File: config.mk
export PLATFORM = sky130hd
export DESIGN_NAME = gdp_pulse_gen
export DESIGN_NICKNAME = d
export VERILOG_FILES = /design/src/shared/gdp_pkg.sv /design/src/hdl/gdp_pulse_gen.sv
export SDC_FILE = /design/constraint.sdc
export NUM_CORES = 1
export LEC_CHECK = 0
export BUFFER_PORTS_ARGS = -buffer_cell sky130_fd_sc_hd__buf_2
export CORE_MARGIN = 1.5
export CORE_UTILIZATION = 38
export DETAILED_ROUTE_END_ITERATION = 6
export GPL_ROUTABILITY_DRIVEN = 0
export RECOVER_POWER = 100
export SLEW_MARGIN = 0
export SYNTH_ARGS = -nofsm -noshare
export SYNTH_HDL_FRONTEND = slang
export SYNTH_SLANG_ARGS = --single-unit
File: constraint.sdc
create_clock -name clock -period 5.55 [get_ports clock]
set_input_delay 0 -clock clock [delete_from_list [all_inputs] [get_ports clock]]
set_output_delay 0 -clock clock [all_outputs]
set_load 0.01 [all_outputs]
File: src/shared/gdp_pkg.sv
// constants, types and enumerations for the gated delayed pulse generator
// assumes a single 25 MHz system clock; all pins synchronous to it
`default_nettype none
package gdp_pkg;
    localparam int unsigned CNT_W         = 32;
    localparam int unsigned DIV_W         = 8;
    // internal timebase = clock / (INT_DIV_LAST + 1)
    localparam logic [DIV_W-1:0] INT_DIV_LAST = 8'h04;
    localparam logic [DIV_W-1:0] DIV_RST      = 8'h00;
    localparam logic [CNT_W-1:0] CNT_ZERO     = 32'h0000_0000;
    localparam logic [CNT_W-1:0] CNT_ONE      = 32'h0000_0001;
    localparam logic [CNT_W-1:0] MIN_INT_CYC  = 32'h0000_0003;
    // zero length on the external timebase still takes one cycle
    localparam logic [CNT_W-1:0] MIN_EXT_CYC  = 32'h0000_0001;

    typedef enum logic [0:0] {
        TB_INTERNAL = 1'b0,
        TB_EXTERNAL = 1'b1
    } gdp_tb_t;

    typedef enum logic [2:0] {
        GATE_NONE    = 3'b000,
        GATE_HIGH    = 3'b001,
        GATE_LOW     = 3'b010,
        GATE_RISE    = 3'b011,
        GATE_FALL    = 3'b100
    } gdp_gate_t;

    typedef enum logic [0:0] {
        POL_HIGH_PULSE = 1'b0,
        POL_LOW_PULSE  = 1'b1
    } gdp_pol_t;

    typedef enum logic [1:0] {
        ST_IDLE  = 2'b00,
        ST_ARMED = 2'b01,
        ST_DELAY = 2'b10,
        ST_WIDTH = 2'b11
    } gdp_state_t;

    typedef struct packed {
        logic [CNT_W-1:0] delay_cycles;
        logic [CNT_W-1:0] width_cycles;
        gdp_tb_t          timebase;
        gdp_gate_t        gate_mode;
        gdp_pol_t         polarity;
    } gdp_cfg_t;

    typedef struct packed {
        logic busy;
        logic armed;
        logic in_width;
    } gdp_status_t;
endpackage : gdp_pkg
`default_nettype wire

File: src/hdl/gdp_pulse_gen.sv
// single delayed pulse generator with gate and selectable timebase
// cfg is sampled on start; start and stop are one-cycle pulses
// all pin inputs are taken as synchronous to clock
`timescale 1ns/1ns
`default_nettype none
module gdp_pulse_gen (
    input  wire logic             clock,
    input  wire logic             sys_rst,
    input  wire gdp_pkg::gdp_cfg_t cfg,
    input  wire logic             start,
    input  wire logic             stop,
    input  wire logic             gate_input_pin,
    input  wire logic             external_timebase_pin,
    output var  logic             pulse_output_pin,
    output var  gdp_pkg::gdp_status_t status
);
    import gdp_pkg::*;

    typedef struct packed {
        gdp_state_t       st;
        logic [CNT_W-1:0] cnt;
        logic [CNT_W-1:0] width;
        gdp_tb_t          tb;
        gdp_gate_t        mode;
        gdp_pol_t         pol;
        logic [DIV_W-1:0] div;
        logic             gate_prev;
        logic             src_prev;
        logic             out;
        gdp_status_t      stat;
    } gdp_regs_t;

    gdp_regs_t q;
    gdp_regs_t d;

    logic             div_tick;
    logic             tick;
    logic             gate_ok;
    logic             gate_rise;
    logic             gate_fall;
    logic             advance;
    logic [CNT_W-1:0] eff_delay;
    logic [CNT_W-1:0] eff_width;

    always_comb begin
        div_tick  = (q.div == INT_DIV_LAST);
        // external timebase counts rising edges of its pin
        tick      = (q.tb == TB_EXTERNAL) ? (external_timebase_pin & ~q.src_prev)
                                          : div_tick;
        gate_rise = gate_input_pin & ~q.gate_prev;
        gate_fall = ~gate_input_pin & q.gate_prev;
        unique case (q.mode)
            GATE_HIGH: gate_ok = gate_input_pin;
            GATE_LOW:  gate_ok = ~gate_input_pin;
            default:   gate_ok = 1'b1;
        endcase
        advance   = tick & gate_ok;
        if (cfg.delay_cycles == CNT_ZERO) begin
            eff_delay = (cfg.timebase == TB_INTERNAL) ? MIN_INT_CYC : MIN_EXT_CYC;
        end else begin
            eff_delay = cfg.delay_cycles;
        end
        if (cfg.width_cycles == CNT_ZERO) begin
            eff_width = (cfg.timebase == TB_INTERNAL) ? MIN_INT_CYC : MIN_EXT_CYC;
        end else begin
            eff_width = cfg.width_cycles;
        end

        d           = q;
        d.gate_prev = gate_input_pin;
        d.src_prev  = external_timebase_pin;
        d.div       = div_tick ? DIV_RST : DIV_W'(q.div + 8'h01);

        unique case (q.st)
            ST_IDLE: begin
                if (start && !stop) begin
                    d.width = eff_width;
                    d.cnt   = eff_delay;
                    d.tb    = cfg.timebase;
                    d.mode  = cfg.gate_mode;
                    d.pol   = cfg.polarity;
                    d.div   = DIV_RST;
                    if (cfg.gate_mode == GATE_RISE || cfg.gate_mode == GATE_FALL) begin
                        d.st = ST_ARMED;
                    end else begin
                        d.st = ST_DELAY;
                    end
                end
            end
            ST_ARMED: begin
                // only the first qualifying edge launches the pulse
                if ((q.mode == GATE_RISE && gate_rise) ||
                    (q.mode == GATE_FALL && gate_fall)) begin
                    d.st = ST_DELAY;
                end
            end
            ST_DELAY: begin
                if (advance) begin
                    if (q.cnt == CNT_ONE) begin
                        d.st  = ST_WIDTH;
                        d.cnt = q.width;
                    end else begin
                        d.cnt = CNT_W'(q.cnt - CNT_ONE);
                    end
                end
            end
            ST_WIDTH: begin
                if (advance) begin
                    if (q.cnt == CNT_ONE) begin
                        d.st  = ST_IDLE;
                        d.cnt = CNT_ZERO;
                    end else begin
                        d.cnt = CNT_W'(q.cnt - CNT_ONE);
                    end
                end
            end
        endcase

        if (stop) begin
            d.st  = ST_IDLE;
            d.cnt = CNT_ZERO;
        end

        // level derives from the next phase so the pin is a flop
        d.out           = d.pol ^ (d.st == ST_WIDTH);
        d.stat.busy     = (d.st != ST_IDLE);
        d.stat.armed    = (d.st == ST_ARMED);
        d.stat.in_width = (d.st == ST_WIDTH);
    end

    always_ff @(posedge clock or posedge sys_rst) begin
        if (sys_rst) begin
            q <= '{st: ST_IDLE, cnt: CNT_ZERO, width: CNT_ZERO, tb: TB_INTERNAL,
                   mode: GATE_NONE, pol: POL_HIGH_PULSE, div: DIV_RST,
                   gate_prev: 1'b0, src_prev: 1'b0, out: 1'b0,
                   stat: '{busy: 1'b0, armed: 1'b0, in_width: 1'b0}};
        end else begin
            q <= d;
        end
    end

    assign pulse_output_pin = q.out;
    assign status           = q.stat;
endmodule : gdp_pulse_gen
`default_nettype wire

==> run metrics, run 1 <==
period utilisation layout=about three quarters; Period minus WS final=roughly 4.3 ns; GRT met1 Usage=31.34%; die width=116.9 um; Peak VDD IR=between 0.15 and 0.2 mV; first-pass GRT wire length=25070 um; Area growth syn-to-layout=25.86%; worst skew pair latency=between 0.3 and 0.4 ns; Leakage=2.591 nW; Tightest Pin Transition=~2.3 ns; violated checks=negative hold slack, max-capacitance violations, max-slew violations; M3 GR Usage=between 5 and 6%; initial core utilization=39.07%; Distinct cells, synth=64; number of enable flip-flop cells after synthesis=0; top-area cell type share of the netlist area=43.14%; number of global-route vias before repair=roughly 4800; count leader, synth=dfrtp_1; share of layout cells above drive strength 1=a little over a fifth; Most used DFF post-synth=dfrtp_1; Power, Total=approximately 2.2 mW; Critical Path Start Type=flop; CP bufs+invs=1; maximum root-to-sink buffer count=2; Antenna Cells=0; grt met2 use=roughly 39%; Max Slew Vio Count=43; r2r setup slk=around 1.3 ns; post-CTS setup buffer count=0; Final ANT Viol Nets=0; die area=about 14000 sq um; Post-synth ARST share=100.0%; Die Ht=116.9 um; Slew headroom=-56.28%; Core Area=roughly 13000 sq um; Synth top cells by count=dfrtp_1, nor2_1, mux2_2; root buffer cell=clkbuf_16; unrepaired setup endpoints after global routing=false; vias per inst=about 6.0; # Max-Cap Violations=1; Fin. Hold Viols=5; global route overflow=0; top post-synthesis cells by area=dfrtp_1, mux2_2, nor4_1; arrival time at the worst endpoint=4.47 ns; CTS sink count=85; setup violators final=0; num ports=between 70 and 80; Worst Clk Skew=about 0.0084 ns; hpwl dp=10790 um; detailed-route wire length per cell=a little under 20 um; post-synth net total=591; Post-Route Setup TNS=0 ns; Syn Inst Count=512; critical path type=flop to flop; GRT Max-Usage Layer=met2; GRT Total Usage=between 20% and 30%; H-tree Lvls=3; P per Cell Area=350.6 nW/um^2; 1st-iter DRT viols=between 400 and 500; CTS tree=built; Port Buffer Count=78; final WL=15860 um; HP Class=input port to asynchronous set/reset pin; initial antenna violation count=0; worst path cell trace=nor3b_1, and2_2, clkbuf_1, mux2_1, xor2_1; CP top delay family=buffers and inverters; mapped cell area=4931 sq um; nets=708; Max stage delay on crit path=between 1.5 and 2 ns; clock slew at the register clock pins of the worst setup and hold paths=0.07 ns; pin count of the biggest net entering global routing=86; Post-route DRC=0; CTS Buf Count=9; status=complete, but fails checks; Avg Cell Area, Syn=around 9.6 sq um; warnings from Yosys=0; Hold WS=-0.01770 ns; critical path required time=roughly 5.8 ns; Vias=4797; Fmax=235.1 MHz; CP max FO=42; Worst path slowest cell=clkbuf_1; drt pass-1 iters=5; register area share after synthesis=a little over two fifths; area leader, netlist=dfrtp_1; Cell Rows=41; number of synthesized register bits=85; critical path endpoint category=flop
## path summary, 6_finish.rpt
path                          from                to  cells past startpoint
hold / removal             sys_rst             q[31]                      3
setup reg to reg             q[84]  pulse_output_pin                      5
min in group clock         cfg[54]             q[68]                      3
hold reg to reg               q[6]              q[6]                      1
max in group asynchronous  sys_rst             q[45]                      3
setup / recovery             q[84]  pulse_output_pin                      5
## report_power, final
group / switching [mW] / internal (mW)
Clock: 0.260 / 0.330
Sequential: 0.124 / 0.757
Combinational: 0.399 / 0.307
## layout by cell type (no fill, tap or decap), types with 10 or more instances in the layout
master	instances
clkbuf_1	10
dfrtp_1	85
nor3_1	19
nor4_1	29
nand3_1	10
xor2_1	14
o21ai_0	22
nand2_1	30
a31oi_1	10
dlygate4sd3_1	52
nor2_1	37
a21oi_1	24
or4_1	10
buf_2	71
inv_1	18
mux2_2	34
a22oi_1	22
## flip-flops by register name, summed over array words and instances, names as in the netlist
register / cells
pulse_output_pin: 1
q: 81
status: 3
## final cells by class
type	count	area (sq um)
multi-input cells	378	2566
clock inverters	4	32.53
inverters	20	76.32
repair buffers	135	932.1
flip-flops and latches	85	2127
fillers	1217	6414
clock buffers	12	256.5
well taps	172	215.2
## per-stage QoR
step,utilization [%],setup slack [ns],cell area [sq um],std cells
6_report,49.18,1.297,6206,806
5_1_grt,49.18,1.030,6206,806
4_1_cts,49.52,1.948,6250,806
3_5_place_dp,43.11,1.989,5440,738
3_3_place_gp,43.11,2.143,5440,738
2_1_floorplan,-,2.764,4931,512
## routing by layer
metal	part of all wire [%]	wire (um)
met1	42	6711
met2	47	7398
met3	7.1	1128
met4	3.9	622
met5	0	0
## worst register-to-register path: stages (launching register included)
cell	delay (ns)
dfrtp_1	0.69
nor3b_1	0.86
and2_2	0.29
clkbuf_1	1.68
mux2_1	0.44
xor2_1	0.17
## cells by family after synthesis
| kind of cell | share of synthesized area [%] |
|---|---|
| multiplexers | 7.993 |
| XOR/XNOR | 3.375 |
| buffers and inverters | 4.364 |
| AO/OA/AOI/OAI | 19.03 |
| adder cells (fa/ha/maj) | 1.015 |
| flip-flops | 43.14 |
| AND/OR/NAND/NOR | 21.09 |
## timing repair
| action | 4_1_cts | 5_1_grt |
|---|---|---|
| gates resized for setup | 0 | 0 |
| hold buffers | 52 | 0 |
| hold endpoints to repair | 53 | 0 |
No activity file was read; power rests on OpenSTA's default activity.
==> run 2, diff against run 1 <==
--- a/config.mk
+++ b/config.mk
@@ -5,6 +5,7 @@
 export SDC_FILE = /design/constraint.sdc
 export NUM_CORES = 1
 export LEC_CHECK = 0
+export ABC_AREA = 1
 export BUFFER_PORTS_ARGS = -buffer_cell sky130_fd_sc_hd__buf_2
 export CORE_MARGIN = 1.5
 export CORE_UTILIZATION = 38
==> constraint.sdc (replaced) <==
create_clock -name clock -period 4.1 [get_ports clock]
set_input_delay 0 -clock clock [delete_from_list [all_inputs] [get_ports clock]]
set_output_delay 0 -clock clock [all_outputs]
set_load 0.01 [all_outputs]
==> run metrics, run 2 <==
CP top delay family=simple AND/OR/NAND/NOR gates (was buffers and inverters); max reg flops=81 (unchanged); die area=15120 sq um (was 13670 sq um); vias per inst=5.008 (was 5.952); Power, Total=2.990 mW (was 2.176 mW); Period minus WS final=3.088 ns (was 4.253 ns); share of layout cells above drive strength 1=11.88% (was 21.45%); reg2reg start=q[6] (was q[84]); Most used DFF post-synth=dfrtp_1 (unchanged); area leader, netlist=dfrtp_1 (unchanged); GRT Total Usage=23.86% (was 24.30%); Die Ht=123.0 um (was 116.9 um); number of global-route vias before repair=5545 (was 4780); P per Cell Area=446.3 nW/um^2 (was 350.6 nW/um^2); Logic pwr share=34.3% (was 32.4%); register area share after synthesis=38.89% (was 43.14%); worst skew pair latency=0.35 ns (about the same); Post-synth ARST share=100.0% (unchanged); Critical Path Start=q[6] (was q[84]); maximum root-to-sink buffer count=2 (unchanged); Peak VDD IR=0.2438 mV (was 0.1609 mV); Clk pwr share=27.4% (was 27.1%); nets=1019 (was 708); post-synth net total=905 (was 591); num ports=79 (unchanged); Distinct cells, synth=37 (was 64); root buffer cell=clkbuf_16 (unchanged); Cell Rows=43 (was 41); detailed-route wire length per cell=14.97 um (was 19.68 um); critical path required time=4.39 ns (was 5.77 ns); most common cell after layout, fill and taps aside=nand2_1 (was dfrtp_1); CTS sink count=85 (unchanged); Max Slew Vio Count=67 (was 43); commonest cells after routing, fill and taps aside=nand2_1, nor2_1, dfrtp_1 (was dfrtp_1, buf_2, dlygate4sd3_1); Port Buffer Count=78 (unchanged); Max stage delay on crit path=1.15 ns (was 1.68 ns); Worst Clk Skew=0.006206 ns (was 0.008405 ns); Psw=1.164 mW (was 0.7826 mW); Slew headroom=-43.43% (was -56.28%); warnings from Yosys=0 (unchanged); # Max-Cap Violations=2 (was 1); Leakage=3.466 nW (was 2.591 nW); initial core utilization=39.10% (was 39.07%); Area growth syn-to-layout=22.51% (was 25.86%); Worst path slowest cell=nor2_1 (was clkbuf_1); critical path endpoint category=flop (unchanged); CTS tree=built (unchanged); Syn Inst Count=826 (was 512); status=complete, but fails checks (unchanged); Fmax=323.9 MHz (was 235.1 MHz); top-area cell type share of the netlist area=38.89% (was 43.14%); drt pass-1 iters=5 (unchanged); global route overflow=0 (unchanged); violated checks=max-capacitance violations, max-slew violations (was negative hold slack, max-capacitance violations, max-slew violations); Antenna Cells=0 (unchanged); sequential share of power=38.3% (was 40.5%); final WL=16810 um (was 15860 um); 1st-iter DRT viols=391 (was 415); number of synthesized register bits=85 (unchanged); H-tree Lvls=3 (unchanged); setup violators final=0 (unchanged); Tightest Pin Transition=2.140 ns (was 2.344 ns); clock slew at the register clock pins of the worst setup and hold paths=0.06 ns (was 0.07 ns); CTS Buf Count=9 (unchanged); worst path cell trace=inv_1, ha_1, nand3_1, nor2_1, nand2_1, nand2_1, nand2_1, nor2_1, clkbuf_1, nand3_1, nand3_1, nand3_1, nand2_1 (was nor3b_1, and2_2, clkbuf_1, mux2_1, xor2_1); Critical Path Start Type=flop (unchanged); unrepaired setup endpoints after global routing=false (unchanged); die width=123.0 um (was 116.9 um); Avg Cell Area, Syn=6.621 sq um (was 9.631 sq um); arrival time at the worst endpoint=3.37 ns (was 4.47 ns); initial antenna violation count=0 (unchanged); Final ANT Viol Nets=0 (unchanged); pin count of the biggest net entering global routing=46 (was 86); number of enable flip-flop cells after synthesis=0 (unchanged); count leader, synth=nand2_1 (was dfrtp_1); HP Class=input port to flop (was input port to asynchronous set/reset pin); period utilisation layout=75.31% (was 76.62%); Core Area=13990 sq um (was 12620 sq um); switch share=38.94% (was 35.97%); CP max FO=20 (was 42); Post-route DRC=0 (unchanged); CP bufs+invs=2 (was 1); Vias=5624 (was 4797); Post-Route Setup TNS=0 ns (unchanged); Top reg by flops=q (unchanged); top post-synthesis cells by area=dfrtp_1, nand2_1, nand3_1 (was dfrtp_1, mux2_2, nor4_1); post-CTS setup buffer count=0 (unchanged); HP Start=cfg[55]; Fin. Hold Viols=0 (was 5); Int Pwr=1.826 mW (was 1.393 mW); first-pass GRT wire length=27590 um (was 25070 um); mapped cell area=5469 sq um (was 4931 sq um); critical path type=flop to flop (unchanged); hpwl dp=12300 um (was 10790 um); Synth top cells by count=nand2_1, nor2_1, dfrtp_1 (was dfrtp_1, nor2_1, mux2_2)
run 2: cell types whose count changed in the layout (fill, tap and decap cells not counted), moves of 7 or more:
cell | before | now
a31oi_1 | 10 | 0
nor2_1 | 37 | 101
o21ai_0 | 22 | 39
nor4_1 | 29 | 9
inv_1 | 18 | 78
nand4_1 | 9 | 17
mux2_2 | 34 | 0
or4_1 | 10 | 0
nor3_1 | 19 | 7
nand2_1 | 30 | 307
a22oi_1 | 22 | 0
o31ai_1 | 7 | 0
nand3_1 | 10 | 75
run 2: power groups by stage:
stage | Clock [mW] | Combinational, mW | Sequential [mW]
2_1_floorplan | 0 | 0.763 | 1.11
3_3_place_gp | 0 | 0.984 | 1.15
4_1_cts | 0.835 | 1.03 | 1.14
3_5_place_dp | 0 | 0.993 | 1.16
6_report | 0.819 | 1.03 | 1.14
5_1_grt | 0.871 | 1.18 | 1.17
run 2: worst paths after layout:
| check | slack (ns) | endpoint | cells past startpoint |
|---|---|---|---|
| setup / recovery | 1.01 | q[72] | 13 |
| hold / removal | 0.005 | q[69] | 5 |
| setup reg to reg | 1.01 | q[72] | 13 |
| hold reg to reg | 0.47 | q[21] | 2 |
| max in group asynchronous | 1.59 | q[84] | 4 |
| min in group asynchronous | 0.75 | q[58] | 3 |
run 2: layout make-up:
type | count | area (sq um)
well taps | 180 | 225.2
inverters | 81 | 310.3
flip-flops and latches | 85 | 2127
multi-input cells | 633 | 2870
repair buffers | 130 | 878.3
fillers | 1502 | 7288
clock buffers | 9 | 225.2
clock inverters | 5 | 63.81
run 2: worst reg2reg max path: cells and delay by family (launching register included):
kind | cells | cell delay, ns
AND/OR/NAND/NOR | 10 | 2.04
buffers and inverters | 2 | 0.44
flip-flops | 1 | 0.40
adder cells (fa/ha/maj) | 1 | 0.15
run 2: per-stage QoR:
| stage | worst slack, ns | instance area, sq um | util [%] | instances | hold WS (ns) |
|---|---|---|---|---|---|
| finish | 1.012 | 6700 | 47.90 | 1123 | 0.005349 |
| global route | 0.7755 | 6700 | 47.90 | 1123 | 0.01982 |
| CTS | 1.373 | 6731 | 48.12 | 1123 | 0.002608 |
| detailed placement | 1.369 | 5982 | 42.76 | 1063 | 0.1386 |
| global placement | 1.449 | 5982 | 42.76 | 1063 | 0.1385 |
| floorplan | 1.907 | 5469 | - | 826 | 0.03143 |
run 2: kinds of logic (layout without fill, tap and decap cells):
family | Yosys count | after routing | synth area share (%)
buffers and inverters | 108 | 225 | 8.373
DFF | 85 | 85 | 38.89
AOI/OAI and AO/OA | 77 | 77 | 7.779
adders and majority gates | 4 | 4 | 0.9152
xor gates and xnor gates | 15 | 15 | 2.402
and+or+nand+nor | 537 | 537 | 41.64
run 2: routing by layer:
| layer | GRT usage, % | routed length [um] | vias up |
|---|---|---|---|
| li1 | - | - | 2845 |
| met1 | 32.69 | 7964 | 2605 |
| met2 | 38.40 | 7637 | 146 |
| met3 | 2.768 | 754 | 28 |
| met4 | 9.738 | 455 | 0 |
| met5 | 0 | 0 | - |
run 2: what timing repair did:
action                                 4_1_cts  5_1_grt
hold buffers                                46        0
resized for setup                            0        0
endpoints found under the hold margin       90        0
==> run 3, diff against run 2 <==
--- a/config.mk
+++ b/config.mk
@@ -5,7 +5,7 @@
 export SDC_FILE = /design/constraint.sdc
 export NUM_CORES = 1
 export LEC_CHECK = 0
-export ABC_AREA = 1
+export ABC_AREA = 0
 export BUFFER_PORTS_ARGS = -buffer_cell sky130_fd_sc_hd__buf_2
 export CORE_MARGIN = 1.5
 export CORE_UTILIZATION = 38
==> constraint.sdc (replaced) <==
create_clock -name clock -period 2.55 [get_ports clock]
set_input_delay 0 -clock clock [delete_from_list [all_inputs] [get_ports clock]]
set_output_delay 0 -clock clock [all_outputs]
set_load 0.01 [all_outputs]
==> run metrics, run 3 (synthesis gave the netlist of run 1 again) <==
Post-Route Setup TNS=-1.287 ns (was 0 ns); P per Cell Area=742.0 nW/um^2 (was 446.3 nW/um^2); setup violators final=28 (was 0); detailed-route wire length per cell=19.47 um (was 14.97 um); Antenna Cells=0 (unchanged); GRT Total Usage=25.74% (was 23.86%); placed inst area=5921 sq um (was 5982 sq um); die width=116.9 um (was 123.0 um); Port Buffer Count=78 (unchanged); arrival time at the worst endpoint=2.91 ns (was 3.37 ns); Endpoint, Worst Hold=q[79] (was q[69]); die area=13670 sq um (was 15120 sq um); final worst setup slack=-0.1259 ns (was 1.012 ns); first-pass GRT wire length=26470 um (was 27590 um); pin count of the biggest net entering global routing=45 (was 46); # Max-Cap Violations=1 (was 2); r2r setup slk=-0.13 ns (was 1.01 ns); post-route cell area=7088 sq um (was 6700 sq um); Power, Total=5.259 mW (was 2.990 mW); share of layout cells above drive strength 1=34.92% (was 11.88%); hpwl dp=12380 um (was 12300 um); max reg flops=81 (unchanged); CTS sink count=85 (unchanged); maximum root-to-sink buffer count=2 (unchanged); CP max FO=4 (was 20); Hold WS=0.02066 ns (was 0.005349 ns); Final ANT Viol Nets=0 (unchanged); Top reg by flops=q (unchanged); initial antenna violation count=0 (unchanged); post-layout util=56.17% (was 47.90%); Core Area=12620 sq um (was 13990 sq um); root buffer cell=clkbuf_16 (unchanged); post-place setup slack=-0.2319 ns (was 1.369 ns); Max Slew Vio Count=43 (was 67); most common cell after layout, fill and taps aside=dfrtp_1 (was nand2_1); critical path required time=2.78 ns (was 4.39 ns); violated checks=design-rule violations, max-capacitance violations, max-slew violations, negative setup slack (was max-capacitance violations, max-slew violations); CTS tree=built (unchanged); Period minus WS final=2.676 ns (was 3.088 ns); clock slew at the register clock pins of the worst setup and hold paths=0.06 ns (about the same); critical path type=flop to flop (unchanged); vias per inst=5.885 (was 5.008); Peak VDD IR=0.4687 mV (was 0.2438 mV); reg2reg start=q[74] (was q[6]); Critical Path Start=q[74] (was q[6]); FILL cells=1151 (was 1502); Cell Rows=41 (was 43); 1st-iter DRT viols=608 (was 391); Fmax=373.7 MHz (was 323.9 MHz); CTS Buf Count=9 (unchanged); Min-Delay Path Depth=3 (was 5); Worst Clk Skew=0.01097 ns (was 0.006206 ns); num ports=79 (unchanged); Critical R2R Capture=q[73] (was q[72]); Critical Path Start Type=flop (unchanged); final WL=17240 um (was 16810 um); Die Ht=116.9 um (was 123.0 um); register area=2127 sq um (unchanged); Inst Count DP=797 (was 1063); Fin. Hold Viols=0 (unchanged); global route overflow=0 (unchanged); Slew headroom=-4.416% (was -43.43%); commonest cells after routing, fill and taps aside=dfrtp_1, buf_2, buf_4 (was nand2_1, nor2_1, dfrtp_1); initial core utilization=39.07% (was 39.10%); Register-to-Register Path Depth=8 (was 13); Leakage=3.064 nW (was 3.466 nW); HP Start=cfg[65] (was cfg[55]); area of the multi-input gates=2764 sq um (was 2870 sq um); HP Class=input port to flop (unchanged); Layout Cells excl Fill=885 (was 1123); Post-route DRC=4 (was 0); Vias=5208 (was 5624); H-tree Lvls=3 (unchanged); critical path endpoint category=flop (unchanged); Area growth syn-to-layout=43.75% (was 22.51%); status=complete, but fails checks (unchanged); number of global-route vias before repair=5007 (was 5545); Tightest Pin Transition=1.565 ns (was 2.140 ns); worst skew pair latency=0.35 ns (about the same); drt pass-1 iters=7 (was 5); nets=787 (was 1019); period utilisation layout=104.9% (was 75.31%); unrepaired setup endpoints after global routing=true (was false)
run 3: power breakdown:
part | switching [mW] | total (mW) | internal (mW)
Clock | 0.534 | 1.31 | 0.779
Combinational | 1.09 | 2.05 | 0.964
Sequential | 0.246 | 1.89 | 1.65
Total | 1.87 | 5.26 | 3.39
run 3: worst max path at each step:
stage,endpoint,slack [ns],depth (start not counted)
after CTS,q[68],-0.15,8
after floorplan,status[1],-0.24,8
after global placement,q[68],-0.21,7
final,q[73],-0.13,8
after global routing,q[68],-0.18,8
after detailed placement,q[70],-0.23,6
run 3: what timing repair did:
action | 4_1_cts | 5_1_grt
gates cloned | 1 | 0
endpoints found under the hold margin | 95 | 0
buffers inserted | 9 | 8
resized for setup | 27 | 29
pin swaps | 13 | 15
setup endpoints to repair | 37 | 37
hold buffers | 54 | 0
run 3: routing by layer:
layer  track usage [%]  up-vias  part of all wire, %
met5                 0        -                    0
met4             12.85        0                  4.2
met3             4.789       73                  7.0
met2             40.82      280                   47
met1             33.91     2503                   41
li1                  -     2352                    -
run 3: cell type report:
class	instances	share of cell area (%)
Multi-Input combinational cell	378	38.99
Sequential cell	85	30.01
Timing Repair Buffer	214	22.77
Clock buffer	11	3.425
Tap cell	172	3.036
Inverter	20	1.059
Clock inverter	5	0.7061
run 3: critical path: stages, from the launching register on:
cell	delay, ns
dfrtp_1	0.38
or4_4	0.56
or4_4	0.45
buf_4	0.17
nor4_4	0.24
buf_4	0.20
a211oi_1	0.05
a221o_1	0.27
a32o_1	0.25
